[config.mk]
export PLATFORM = sky130hd
export DESIGN_NAME = wake_frame_cfg
export DESIGN_NICKNAME = d
export VERILOG_FILES = /design/src/wake_cfg_pkg.sv /design/src/dominant_filter.sv /design/src/wake_frame_cfg.sv
export VERILOG_INCLUDE_DIRS = /design/src
export SDC_FILE = /design/constraint.sdc
export NUM_CORES = 1
export LEC_CHECK = 0
export BUFFER_PORTS_ARGS = -buffer_cell sky130_fd_sc_hd__clkbuf_2
export CAP_MARGIN = 20
export CORE_UTILIZATION = 30
export DETAILED_ROUTE_END_ITERATION = 10
export PLACE_DENSITY_LB_ADDON = 0.08
export SLEW_MARGIN = 20
export SYNTH_ARGS = -nofsm -noshare
export SYNTH_HDL_FRONTEND = slang
export SYNTH_SLANG_ARGS = --single-unit
[constraint.sdc]
create_clock -name clk -period 2.9 [get_ports clk]
set_input_delay 0 -clock clk [delete_from_list [all_inputs] [get_ports clk]]
set_output_delay 0 -clock clk [all_outputs]
set_load 0.02 [all_outputs]
[src/wake_cfg_params.svh]
`ifndef WAKE_CFG_PARAMS_SVH
`define WAKE_CFG_PARAMS_SVH

// Register indices on the internal 7-bit register port.
`define OFS_PAYLOAD_3_2 7'h39
`define OFS_PAYLOAD_1_0 7'h3a
`define OFS_FD_CONFIG 7'h3b
`define OFS_RX_SELECT 7'h3c

// Field positions.
`define POS_BYTE_HI_MSB 15
`define POS_BYTE_HI_LSB 8
`define POS_BYTE_LO_MSB 7
`define POS_BYTE_LO_LSB 0
`define POS_ERR_CNT_DIS 5
`define POS_FILTER_MSB 3
`define POS_FILTER_LSB 1
`define POS_FD_EN 0
`define POS_RX_SELECT 14

// Reset values.
`define RST_PAYLOAD 16'h0000
`define RST_FD_CONFIG 16'h0000
`define RST_RX_SELECT 1'b0

// Dominant filter times in ns, and their cycle counts rounded up.
`define CLK_PERIOD_NS 40
`define CEIL_CYCLES(t) (((t) + `CLK_PERIOD_NS - 1) / `CLK_PERIOD_NS)
`define FILT_NS_0 50
`define FILT_NS_1 100
`define FILT_NS_2 150
`define FILT_NS_3 200
`define FILT_NS_4 250
`define FILT_NS_5 300
`define FILT_NS_6 350
`define FILT_NS_7 775
`define FILT_CNT_W 5

`endif

[src/wake_cfg_pkg.sv]
package wake_cfg_pkg;

	typedef struct packed {
		logic wr;
		logic [6:0] addr;
		logic [15:0] wdata;
	} reg_req_t;

	typedef struct packed {
		logic [7:0] payload_byte_3;
		logic [7:0] payload_byte_2;
		logic [7:0] payload_byte_1;
		logic [7:0] payload_byte_0;
		logic error_counter_disable;
		logic [2:0] dominant_filter_time;
		logic fd_tolerant_enable;
		logic wake_receiver_select;
		logic [15:0] rdata;
		logic error_counter_run;
		logic receiver_standard;
		logic dlc_match;
		logic dlc_match_valid;
		logic [4:0] filter_cycles;
	} cfg_state_t;

	typedef struct packed {
		logic [4:0] count;
		logic dominant_out;
	} filter_state_t;

endpackage : wake_cfg_pkg

[src/dominant_filter.sv]
`timescale 1ns/1ps
`include "wake_cfg_params.svh"

module dominant_filter (
	input wire logic clk,
	input wire logic rst_n,
	input wire logic enable,
	input wire logic rx_dominant,
	input wire logic [`FILT_CNT_W-1:0] threshold,
	output logic dominant_out
);

	wake_cfg_pkg::filter_state_t s_q;
	wake_cfg_pkg::filter_state_t s_d;

	// A dominant level passes only after it has held for the threshold
	// count; shorter pulses are treated as FD data-phase noise.
	always_comb begin
		s_d = s_q;
		if (!enable || !rx_dominant) begin
			s_d.count = '0;
			s_d.dominant_out = rx_dominant && !enable;
		end else begin
			if (s_q.count != {`FILT_CNT_W{1'b1}}) begin
				s_d.count = s_q.count + 5'h01;
			end
			s_d.dominant_out = (s_d.count >= threshold);
		end
	end

	always_ff @(posedge clk) begin
		if (!rst_n) begin
			s_q <= '0;
		end else begin
			s_q <= s_d;
		end
	end

	assign dominant_out = s_q.dominant_out;

endmodule : dominant_filter

[src/wake_frame_cfg.sv]
// What this block does
// RQ1 - Payload byte 3 high, byte 2 low
// RQ2 - Payload byte 1 high, byte 0 low
// RQ3 - FD reserved bits 15:6 and 4 read zero
// RQ4 - Disable stops the counter only when FD enabled
// RQ5 - Filter code selects 50-350 ns or 775 ns
// RQ6 - Bit 0 enables FD tolerant mode
// RQ7 - Silence timeout clears error counter disable
// RQ8 - Software picks normal receiver above 2 Mbit/s
// RQ9 - Receiver select: 0 low power, 1 standard
// RQ10 - Frame matches only with identical DLC
// RQ11 - Reset clears all; restart keeps settings
`timescale 1ns/1ps
`include "wake_cfg_params.svh"

module wake_frame_cfg (
	input wire logic clk,
	input wire logic rst_n,
	input wire logic soft_reset,
	input wire logic restart,
	input wire wake_cfg_pkg::reg_req_t reg_req,
	output logic [15:0] reg_rdata,
	input wire logic selective_wake_active,
	input wire logic silence_timeout,
	input wire logic rx_dominant,
	input wire logic [3:0] cfg_dlc,
	input wire logic [3:0] rx_dlc,
	input wire logic rx_dlc_valid,
	output logic rx_dominant_filtered,
	output logic error_counter_run,
	output logic receiver_standard,
	output logic dlc_match,
	output logic dlc_match_valid,
	output logic [7:0] payload_byte_3,
	output logic [7:0] payload_byte_2,
	output logic [7:0] payload_byte_1,
	output logic [7:0] payload_byte_0,
	output logic fd_tolerant_enable
);

	wake_cfg_pkg::cfg_state_t s_q;
	wake_cfg_pkg::cfg_state_t s_d;
	logic [4:0] filt_cycles;
	logic wr_taken;
	logic wr_payload_3_2;
	logic wr_payload_1_0;
	logic wr_fd_config;
	logic wr_rx_select;
	logic [7:0] wdata_hi;
	logic [7:0] wdata_lo;
	logic wdata_err_cnt_dis;
	logic [2:0] wdata_filter;
	logic wdata_fd_en;
	logic wdata_rx_select;
	logic [15:0] word_payload_3_2;
	logic [15:0] word_payload_1_0;
	logic [15:0] word_fd_config;
	logic [15:0] word_rx_select;

	////////////////////////////////////////////////////////////////////////
	// Filter code to cycle count at the 40 ns clock, rounded up so the
	// filter never passes a pulse shorter than the selected time.
	function automatic logic [4:0] filter_count(input logic [2:0] code);
		logic [4:0] c;
		c = 5'h00;
		case (code)
			3'h0: c = 5'(`CEIL_CYCLES(`FILT_NS_0)); // [RQ5]
			3'h1: c = 5'(`CEIL_CYCLES(`FILT_NS_1));
			3'h2: c = 5'(`CEIL_CYCLES(`FILT_NS_2));
			3'h3: c = 5'(`CEIL_CYCLES(`FILT_NS_3));
			3'h4: c = 5'(`CEIL_CYCLES(`FILT_NS_4));
			3'h5: c = 5'(`CEIL_CYCLES(`FILT_NS_5));
			3'h6: c = 5'(`CEIL_CYCLES(`FILT_NS_6));
			default: c = 5'(`CEIL_CYCLES(`FILT_NS_7));
		endcase
		return c;
	endfunction : filter_count

	////////////////////////////////////////////////////////////////////////
	always_comb begin
		s_d = s_q;
		if (soft_reset) begin
			s_d = '0; // [RQ11]
			s_d.filter_cycles = filter_count(3'h0);
		end else begin
			// Restart is a no-op on the stored settings by design. [RQ11]
			if (wr_payload_3_2) begin
				s_d.payload_byte_3 = wdata_hi; // [RQ1]
				s_d.payload_byte_2 = wdata_lo;
			end
			if (wr_payload_1_0) begin
				s_d.payload_byte_1 = wdata_hi; // [RQ2]
				s_d.payload_byte_0 = wdata_lo;
			end
			if (wr_fd_config) begin
				s_d.error_counter_disable = wdata_err_cnt_dis;
				s_d.dominant_filter_time = wdata_filter; // [RQ5]
				s_d.fd_tolerant_enable = wdata_fd_en; // [RQ6]
			end
			if (wr_rx_select) begin
				s_d.wake_receiver_select = wdata_rx_select; // [RQ9]
			end
			// Hardware clear beats a same-cycle software write of a one.
			if (silence_timeout) begin
				s_d.error_counter_disable = 1'b0; // [RQ7]
			end
			s_d.filter_cycles = filter_count(s_d.dominant_filter_time);
		end

		// The derived outputs follow the stored state one cycle late, and a
		// soft reset holds them low together with the registers. [RQ11]
		if (!soft_reset) begin
			// The disable only takes effect while FD tolerant mode is on.
			s_d.error_counter_run = selective_wake_active &&
				!(s_q.error_counter_disable && s_q.fd_tolerant_enable); // [RQ4]
			s_d.receiver_standard = s_q.wake_receiver_select; // [RQ9]

			s_d.dlc_match_valid = rx_dlc_valid;
			if (rx_dlc_valid) begin
				s_d.dlc_match = (rx_dlc == cfg_dlc); // [RQ10]
			end

			// Read data lags the address by one cycle; unmapped reads give zero.
			s_d.rdata = 16'h0000;
			if (reg_req.addr == `OFS_PAYLOAD_3_2) begin
				s_d.rdata = word_payload_3_2; // [RQ1]
			end else if (reg_req.addr == `OFS_PAYLOAD_1_0) begin
				s_d.rdata = word_payload_1_0; // [RQ2]
			end else if (reg_req.addr == `OFS_FD_CONFIG) begin
				s_d.rdata = word_fd_config; // [RQ3]
			end else if (reg_req.addr == `OFS_RX_SELECT) begin
				s_d.rdata = word_rx_select; // [RQ9]
			end
		end
	end

	always_ff @(posedge clk) begin
		if (!rst_n) begin
			s_q <= '0; // [RQ11]
			s_q.filter_cycles <= 5'(`CEIL_CYCLES(`FILT_NS_0));
		end else begin
			s_q <= s_d;
		end
	end

	////////////////////////////////////////////////////////////////////////
	// Writes are decoded into one strobe per register. A write during restart
	// or soft reset is dropped here, so the stored wake pattern survives a
	// restart untouched. [RQ11]
	assign wr_taken = reg_req.wr && !restart && !soft_reset;

	always_comb begin
		wr_payload_3_2 = 1'b0;
		wr_payload_1_0 = 1'b0;
		wr_fd_config = 1'b0;
		wr_rx_select = 1'b0;
		if (reg_req.addr == `OFS_PAYLOAD_3_2) begin
			wr_payload_3_2 = wr_taken;
		end else if (reg_req.addr == `OFS_PAYLOAD_1_0) begin
			wr_payload_1_0 = wr_taken;
		end else if (reg_req.addr == `OFS_FD_CONFIG) begin
			wr_fd_config = wr_taken;
		end else if (reg_req.addr == `OFS_RX_SELECT) begin
			wr_rx_select = wr_taken;
		end
	end

	// Field views of the write data; reserved positions are never picked up.
	assign wdata_hi = reg_req.wdata[`POS_BYTE_HI_MSB:`POS_BYTE_HI_LSB];
	assign wdata_lo = reg_req.wdata[`POS_BYTE_LO_MSB:`POS_BYTE_LO_LSB];
	assign wdata_err_cnt_dis = reg_req.wdata[`POS_ERR_CNT_DIS];
	assign wdata_filter = reg_req.wdata[`POS_FILTER_MSB:`POS_FILTER_LSB];
	assign wdata_fd_en = reg_req.wdata[`POS_FD_EN];
	assign wdata_rx_select = reg_req.wdata[`POS_RX_SELECT];

	////////////////////////////////////////////////////////////////////////
	// Read-back words. The FD word is built bit by bit so that every
	// reserved position is tied low and can never show a stray value.
	assign word_payload_3_2 = {s_q.payload_byte_3, s_q.payload_byte_2}; // [RQ1]
	assign word_payload_1_0 = {s_q.payload_byte_1, s_q.payload_byte_0}; // [RQ2]

	for (genvar i = 0; i < 16; i++) begin : g_fd_bit
		if (i == `POS_ERR_CNT_DIS) begin : g_dis
			assign word_fd_config[i] = s_q.error_counter_disable; // [RQ4]
		end else if (i >= `POS_FILTER_LSB && i <= `POS_FILTER_MSB) begin : g_filt
			assign word_fd_config[i] = s_q.dominant_filter_time[i - `POS_FILTER_LSB];
		end else if (i == `POS_FD_EN) begin : g_en
			assign word_fd_config[i] = s_q.fd_tolerant_enable; // [RQ6]
		end else begin : g_rsv
			assign word_fd_config[i] = 1'b0; // [RQ3]
		end
	end

	// Only the receiver-select bit is kept in its word; the rest reads low.
	always_comb begin
		word_rx_select = 16'h0000;
		word_rx_select[`POS_RX_SELECT] = s_q.wake_receiver_select; // [RQ9]
	end

	////////////////////////////////////////////////////////////////////////
	assign filt_cycles = s_q.filter_cycles;

	// The filter sees the registered enable, so a mode change written in one
	// cycle governs the dominant samples from the following cycle on.
	dominant_filter u_filter (
		.clk(clk),
		.rst_n(rst_n),
		.enable(s_q.fd_tolerant_enable),
		.rx_dominant(rx_dominant),
		.threshold(filt_cycles),
		.dominant_out(rx_dominant_filtered)
	);

	assign reg_rdata = s_q.rdata;
	assign error_counter_run = s_q.error_counter_run;
	assign receiver_standard = s_q.receiver_standard;
	assign dlc_match = s_q.dlc_match;
	assign dlc_match_valid = s_q.dlc_match_valid;
	assign payload_byte_3 = s_q.payload_byte_3;
	assign payload_byte_2 = s_q.payload_byte_2;
	assign payload_byte_1 = s_q.payload_byte_1;
	assign payload_byte_0 = s_q.payload_byte_0;
	assign fd_tolerant_enable = s_q.fd_tolerant_enable;

endmodule : wake_frame_cfg

==> results.py, run 1 <==
metrics = {
    "routing": {
        "firstDrtPassIters": 4,
        "routed_wl_um": 7609,
        "detail_route.wl_per_cell_um": 14.12,
        "vias_per_cell": 4.430,
        "vias": 2388,
        "ant_nets": 0,
        "drc": 0,
        "drt_first_iter_violations": 77,
    },
    "clock_network": {
        "cts_buffers": 9,
        "cts_root_buffer": "clkbuf_8",
        "cts.clk_slew.worst_paths_ns": 0.08,
        "cts_setup_buffers": 0,
        "cts_sinks": 69,
        "cts_tree": "built",
        "clock_latency_ns": 0.35,
        "htreeDepth": 3,
        "cts_resized": 0,
        "cts_buffer_depth": 2,
    },
    "logic_synthesis": {
        "synth_fp_nets": 381,
        "yosysUniqueCellTypes": 42,
        "syn_area_sq_mm": 0.003234,
        "yosysTopAreaCell": "dfxtp_1",
        "postSynthCellCount": 335,
        "synth.area.top_cells": "dfxtp_1 (43%), buf_4 (12%), mux2i_1 (12%), nor2_1 (7.1%), a22oi_1 (3.5%)",
        "synth-edff-count": 0,
        "synth_warnings": 0,
        "ys_async_sr_fraction_pct": 0,
        "syn_area_per_cell_sq_um": 9.655,
        "synth-seq-cells": 69,
        "synth_top_area_share_pct": 42.71,
        "synth-seq-area-share_pct": 42.71,
        "ys_dominant_reg_cell": "dfxtp_1",
    },
    "pwr": {
        "max-vdd-ir-drop_mv": 0.2356,
        "sw_frac_of_total_pct": 24.46,
        "p_int_mw": 1.500,
        "p_seq_share_pct": 47.8,
        "p_leak_nw": 1.549,
        "power_frac_comb_pct": 5.8,
        "p_switching_mw": 0.4858,
        "clock_power_share_pct": 46.4,
        "power.density_mw_per_mm2": 511.5,
    },
    "cells_and_area": {
        "drive_gt1_share_pct": 32.51,
        "n_fill_cell": 1103,
        "final_net_count": 444,
        "finalNonFillerCells": 539,
        "antenna_cells": 0,
        "area_growth_pct": 20.04,
    },
    "worst_setup_path": {
        "cp-start-kind": "flip-flop",
        "cp.required_ns": 3.13,
        "crit_path_max_fanout": 5,
        "endpoint_kind": "flip-flop",
        "worstSetupPathType": "flip-flop to flip-flop",
        "arrival_ns": 2.81,
    },
    "timing": {
        "finalHoldViolations": 0,
        "rsz0062_at_grt": "no",
        "fmax_mhz": 388.1,
        "fin_crit_sh_pct": 88.85,
        "drv_slew": 0,
        "setup_tns_ns": 0,
        "worst_pin_slew_ns": 0.9523,
        "clock_skew_ns": 0.008038,
        "finalSetupViolations": 0,
        "relSlewSlack_pct": 36.51,
        "fin_crit_ns": 2.577,
    },
    "place": {
        "place_congestion": 0.6608,
        "dp_cells": 504,
        "port_buffers": 93,
        "hpwl_um": 5241,
    },
    "grt": {
        "grt_pass1_vias": 2276,
        "grt_overflow_total": 0,
        "grt_antenna_before_repair": 0,
        "grt_first_pass_wirelength_um": 12390,
        "grt_max_degree": 45,
        "grtUsageTotal_pct": 14.52,
    },
    "die": {
        "die_x_um": 105.8,
        "start_util_pct": 31.19,
        "fp-row-count": 37,
        "core_area_sq_mm": 0.01037,
        "dieHeight_um": 105.8,
        "pin_count": 94,
        "die_area_sq_mm": 0.01120,
    },
    "worst_hold_path": {
        "hold_class": "input port to flip-flop",
    },
    "status": {
        "status": "finished, final reports clean",
    },
    "flow_run": {
        "drv_cap": 0,
    },
}
==> cell usage after synthesis, types with 3 or more instances <==
library cell and n:
nor2_1 61, inv_1 7, nand3_1 4, xor2_1 7
mux2i_1 39, dfxtp_1 69, ha_1 6, nand2_1 5
a22oi_1 15, clkbuf_1 10, buf_4 53, mux2_2 6
a211oi_1 3, nand2b_1 4, xnor2_1 4, nand4_1 4
nor2b_1 5
==> area by class of cell <==
class                      count  area, sq um  share of cell area, %
sequential                    69         1381                  35.58
multi-input combinational    192         1368                  35.22
timing repair buffer         119        708.2                  18.24
tap                          136        170.2                  4.383
clock buffer                   9        123.9                  3.190
clock inverter                 7        105.1                  2.707
inverter                       7        26.28                 0.6768
==> worst paths after layout <==
path / slack, ns / from / depth (start not counted) / endpoint
max: 0.32 / u_filter.s_q[1] / 8 / u_filter.dominant_out
min: 0.02 / rst_n / 2 / u_filter.s_q[4]
max reg2reg: 0.32 / u_filter.s_q[1] / 8 / u_filter.dominant_out
min reg2reg: 0.48 / s_q[25] / 2 / receiver_standard
==> state kept, by name, indices dropped and copies added (netlist names), 5 cells and up <==
name	flops
filt_cycles	5
payload_byte_0	8
payload_byte_1	8
payload_byte_2	8
payload_byte_3	8
reg_rdata	16
s_q	5
u_filter.s_q	5
==> placed cells by master, fill, tap and decap left out, drive strengths merged, types with 2 or more instances in the layout <==
master | Yosys | routed
mux2i | 39 | 39
buf | 57 | 7
dlygate4sd3 | 0 | 19
nor2b | 5 | 5
bufinv | 0 | 2
nor2 | 61 | 61
a21boi | 2 | 2
ha | 6 | 6
clkbuf | 10 | 102
nand2 | 5 | 5
nand3 | 4 | 4
o21ai | 3 | 3
nor4 | 4 | 4
nand4 | 4 | 4
inv | 7 | 11
dfxtp | 69 | 69
a21oi | 2 | 2
xor2 | 7 | 7
xnor2 | 4 | 4
nand2b | 4 | 4
or3b | 3 | 3
a22oi | 15 | 15
mux2 | 6 | 6
a211oi | 3 | 3
==> metal layers <==
layer | part of all wire (%) | up-vias | wire, um | global-route usage, %
met5 | 0 | - | 0 | 0
met4 | 1.1 | 0 | 84 | 5.060
met3 | 4.0 | 8 | 307 | 3.525
met2 | 45 | 56 | 3443 | 21.01
met1 | 50 | 1107 | 3774 | 20.79
li1 | - | 1217 | - | -
==> worst max-delay path, stage by stage, from the launching register on <==
cell	delay, ns
dfxtp_1	0.35
ha_1	0.25
a21boi_0	0.21
a41oi_1	0.17
ha_1	0.21
or3b_2	0.48
o2111ai_1	0.18
dlygate4sd3_1	0.58
a21oi_1	0.04
==> logic make-up (layout without fill, tap and decap cells) <==
group                    count (synthesis)  count (layout)  share of synthesized area (%)
XOR/XNOR                                11              11                          2.979
AO/OA/AOI/OAI                           33              33                          7.389
multiplexers                            45              45                          14.16
flip-flops                              69              69                          42.71
adder cells (fa/ha/maj)                  6               6                          2.321
AND/OR/NAND/NOR                         97              97                          15.16
buffers and inverters                   74             142                          15.28
==> power by group through the flow <==
stage	registers, mW	logic, mW	clock network [mW]
after floorplan	0.974	0.0461	0
after global placement	0.972	0.0969	0
after detailed placement	0.972	0.0969	0
after CTS	0.949	0.117	0.956
after global routing	0.950	0.125	0.994
final	0.949	0.114	0.922
==> metrics by stage <==
stage	power [mW]	util (%)	hold WS (ns)	worst slack (ns)	area (sq um)
2_1_floorplan	1.020	-	0.07931	1.040	3234
3_3_place_gp	1.068	33.40	0.1678	0.9490	3463
3_5_place_dp	1.068	33.40	0.1709	0.8896	3463
4_1_cts	2.022	37.44	0.002054	0.3488	3882
5_1_grt	2.069	37.44	0.01147	0.2167	3882
6_report	1.986	37.44	0.01665	0.3234	3882
==> timing repair <==
action,in CTS,in global routing
endpoints found under the hold margin,34,0
hold buffers,19,0
endpoints found under the setup margin,0,0
(Power assumes the default switching activity.)
==> run 2, diff against run 1 <==
--- a/config.mk
+++ b/config.mk
@@ -10,8 +10,9 @@
 export CAP_MARGIN = 20
 export CORE_UTILIZATION = 30
 export DETAILED_ROUTE_END_ITERATION = 10
-export PLACE_DENSITY_LB_ADDON = 0.08
+export PLACE_DENSITY_LB_ADDON = 0.05
 export SLEW_MARGIN = 20
 export SYNTH_ARGS = -nofsm -noshare
 export SYNTH_HDL_FRONTEND = slang
 export SYNTH_SLANG_ARGS = --single-unit
+export TNS_END_PERCENT = 20
==> constraint.sdc (replaced) <==
create_clock -name clk -period 2.9 [get_ports clk]
set_input_delay 0.29 -clock clk [delete_from_list [all_inputs] [get_ports clk]]
set_output_delay 0.29 -clock clk [all_outputs]
set_load 0.02 [all_outputs]
==> results.py, run 2 (synthesized netlist as in run 1, its figures left out) <==
metrics = {
    "worst_setup_path": {
        "path_cells": "ha_1, a21boi_0, a41oi_1, ha_1, or3b_2, o2111ai_1, a21oi_1",
        "crit_top_cell": "ha_1",
        "reg2reg_from": "u_filter.s_q[1]",
        "worstSetupPathType": "flip-flop to flip-flop",
        "reg2reg_to": "u_filter.dominant_out",
        "max_stage_delay_ns": 0.47,
        "cp_slowest_cell": "or3b_2",
        "reg2regPathDepth": 7,
        "arrival_ns": 2.23,
        "rrSetupSlack_ns": 0.89,
        "cp.required_ns": 3.12,
        "crit_path_max_fanout": 5,
        "endpoint_kind": "flip-flop",
        "cp-start-kind": "flip-flop",
    },
    "pwr": {
        "max-vdd-ir-drop_mv": 0.2667,
        "power_mw": 2.077,
        "power.density_mw_per_mm2": 558.9,
        "p_leak_nw": 1.476,
    },
    "cells_and_area": {
        "final_net_count": 424,
        "drive_gt1_share_pct": 33.77,
        "antenna_cells": 0,
        "final_common_cell": "clkbuf_2",
        "largest_reg_flops": 16,
        "final_cell_mix": "clkbuf_2 (93), dfxtp_1 (69), nor2_1 (61)",
        "utilization_pct": 35.83,
        "fin_area_sq_mm": 0.003716,
        "area_growth_pct": 14.89,
    },
    "worst_hold_path": {
        "min-delay-start": "silence_timeout",
        "hold_path_end": "s_q[30]",
        "hold_class": "input port to flip-flop",
        "hold_depth": 2,
    },
    "die": {
        "fp-row-count": 37,
        "pin_count": 94,
        "core_area_sq_mm": 0.01037,
        "dieHeight_um": 105.8,
        "start_util_pct": 31.19,
        "die_area_sq_mm": 0.01120,
        "die_x_um": 105.8,
    },
    "routing": {
        "firstDrtPassIters": 4,
        "drc": 0,
        "drt_first_iter_violations": 95,
        "ant_nets": 0,
        "vias_per_cell": 4.486,
        "routed_wl_um": 7545,
        "detail_route.wl_per_cell_um": 14.57,
        "vias": 2324,
    },
    "clock_network": {
        "cts-hold-fix-buffers": 0,
        "cts.clk_slew.worst_paths_ns": 0.07,
        "htreeDepth": 3,
        "clock_latency_ns": 0.34,
        "cts_sinks": 69,
        "cts_root_buffer": "clkbuf_8",
        "cts_setup_buffers": 0,
        "cts_tree": "built",
        "cts_buffer_depth": 2,
        "cts_resized": 0,
        "cts_buffers": 9,
    },
    "timing": {
        "setup_tns_ns": 0,
        "fin_crit_sh_pct": 69.20,
        "relSlewSlack_pct": 37.37,
        "fin_crit_ns": 2.007,
        "clock_skew_ns": 0.007704,
        "finalHoldViolations": 0,
        "worst_pin_slew_ns": 0.9394,
        "drv_slew": 0,
        "finalSetupViolations": 0,
        "fmax_mhz": 498.3,
        "rsz0062_at_grt": "no",
    },
    "grt": {
        "grt_antenna_before_repair": 0,
        "grtUsageTotal_pct": 14.26,
        "grt_overflow_total": 0,
        "grt_pass1_vias": 2265,
        "grt_first_pass_wirelength_um": 12050,
        "grt_max_degree": 45,
    },
    "place": {
        "hpwl_um": 5260,
        "port_buffers": 93,
        "placed_area_sq_mm": 0.003456,
        "place_congestion": 0.6980,
    },
    "flow_run": {
        "drv_cap": 0,
    },
    "status": {
        "status": "finished, final reports clean",
    },
}
run 2: area by class of cell:
cell class	count	area, sq um
fillers	1135	6654
flip-flops and latches	69	1381
multi-input cells	192	1368
repair buffers	99	510.5
well taps	136	170.2
clock inverters	6	136.4
clock buffers	9	123.9
inverters	7	26.28
run 2: critical path: cells and delay by family (launching register included):
family	cells	cell delay, ns
AO/OA/AOI/OAI	4	0.61
adder cells (fa/ha/maj)	2	0.46
flip-flops	1	0.35
AND/OR/NAND/NOR	1	0.47
run 2: report_power, final:
| part | switching (mW) | internal (mW) | leakage [nW] |
|---|---|---|---|
| Clock | 0.377 | 0.655 | 0.126 |
| Sequential | 0.000692 | 0.949 | 0.556 |
| Combinational | 0.0594 | 0.0364 | 0.794 |
| Total | 0.437 | 1.64 | 1.48 |
run 2: how the worst max path moves through the flow:
stage | to | from | depth (start not counted)
after floorplan | u_filter.dominant_out | u_filter.s_q[1] | 7
final | u_filter.dominant_out | u_filter.s_q[1] | 7
after global placement | filt_cycles[1] | restart | 5
after CTS | u_filter.dominant_out | u_filter.s_q[1] | 7
after detailed placement | filt_cycles[1] | restart | 5
after global routing | u_filter.dominant_out | u_filter.s_q[1] | 7
run 2: metal layers:
metal | global-route usage (%) | up-vias | share of wire (%)
li1 | - | 1171 | -
met1 | 19.44 | 1085 | 50
met2 | 20.68 | 62 | 43
met3 | 5.690 | 6 | 6.1
met4 | 3.869 | 0 | 0.83
met5 | 0 | - | 0
run 2: per-stage QoR:
| stage | hold slack (ns) | worst slack (ns) | std cells |
|---|---|---|---|
| 4_1_cts | 0.09243 | 0.8853 | 518 |
| 2_1_floorplan | 0.3693 | 1.040 | 335 |
| 6_report | 0.1101 | 0.8932 | 518 |
| 3_3_place_gp | 0.4613 | 0.8895 | 503 |
| 3_5_place_dp | 0.4600 | 0.8857 | 503 |
| 5_1_grt | 0.08669 | 0.7887 | 518 |
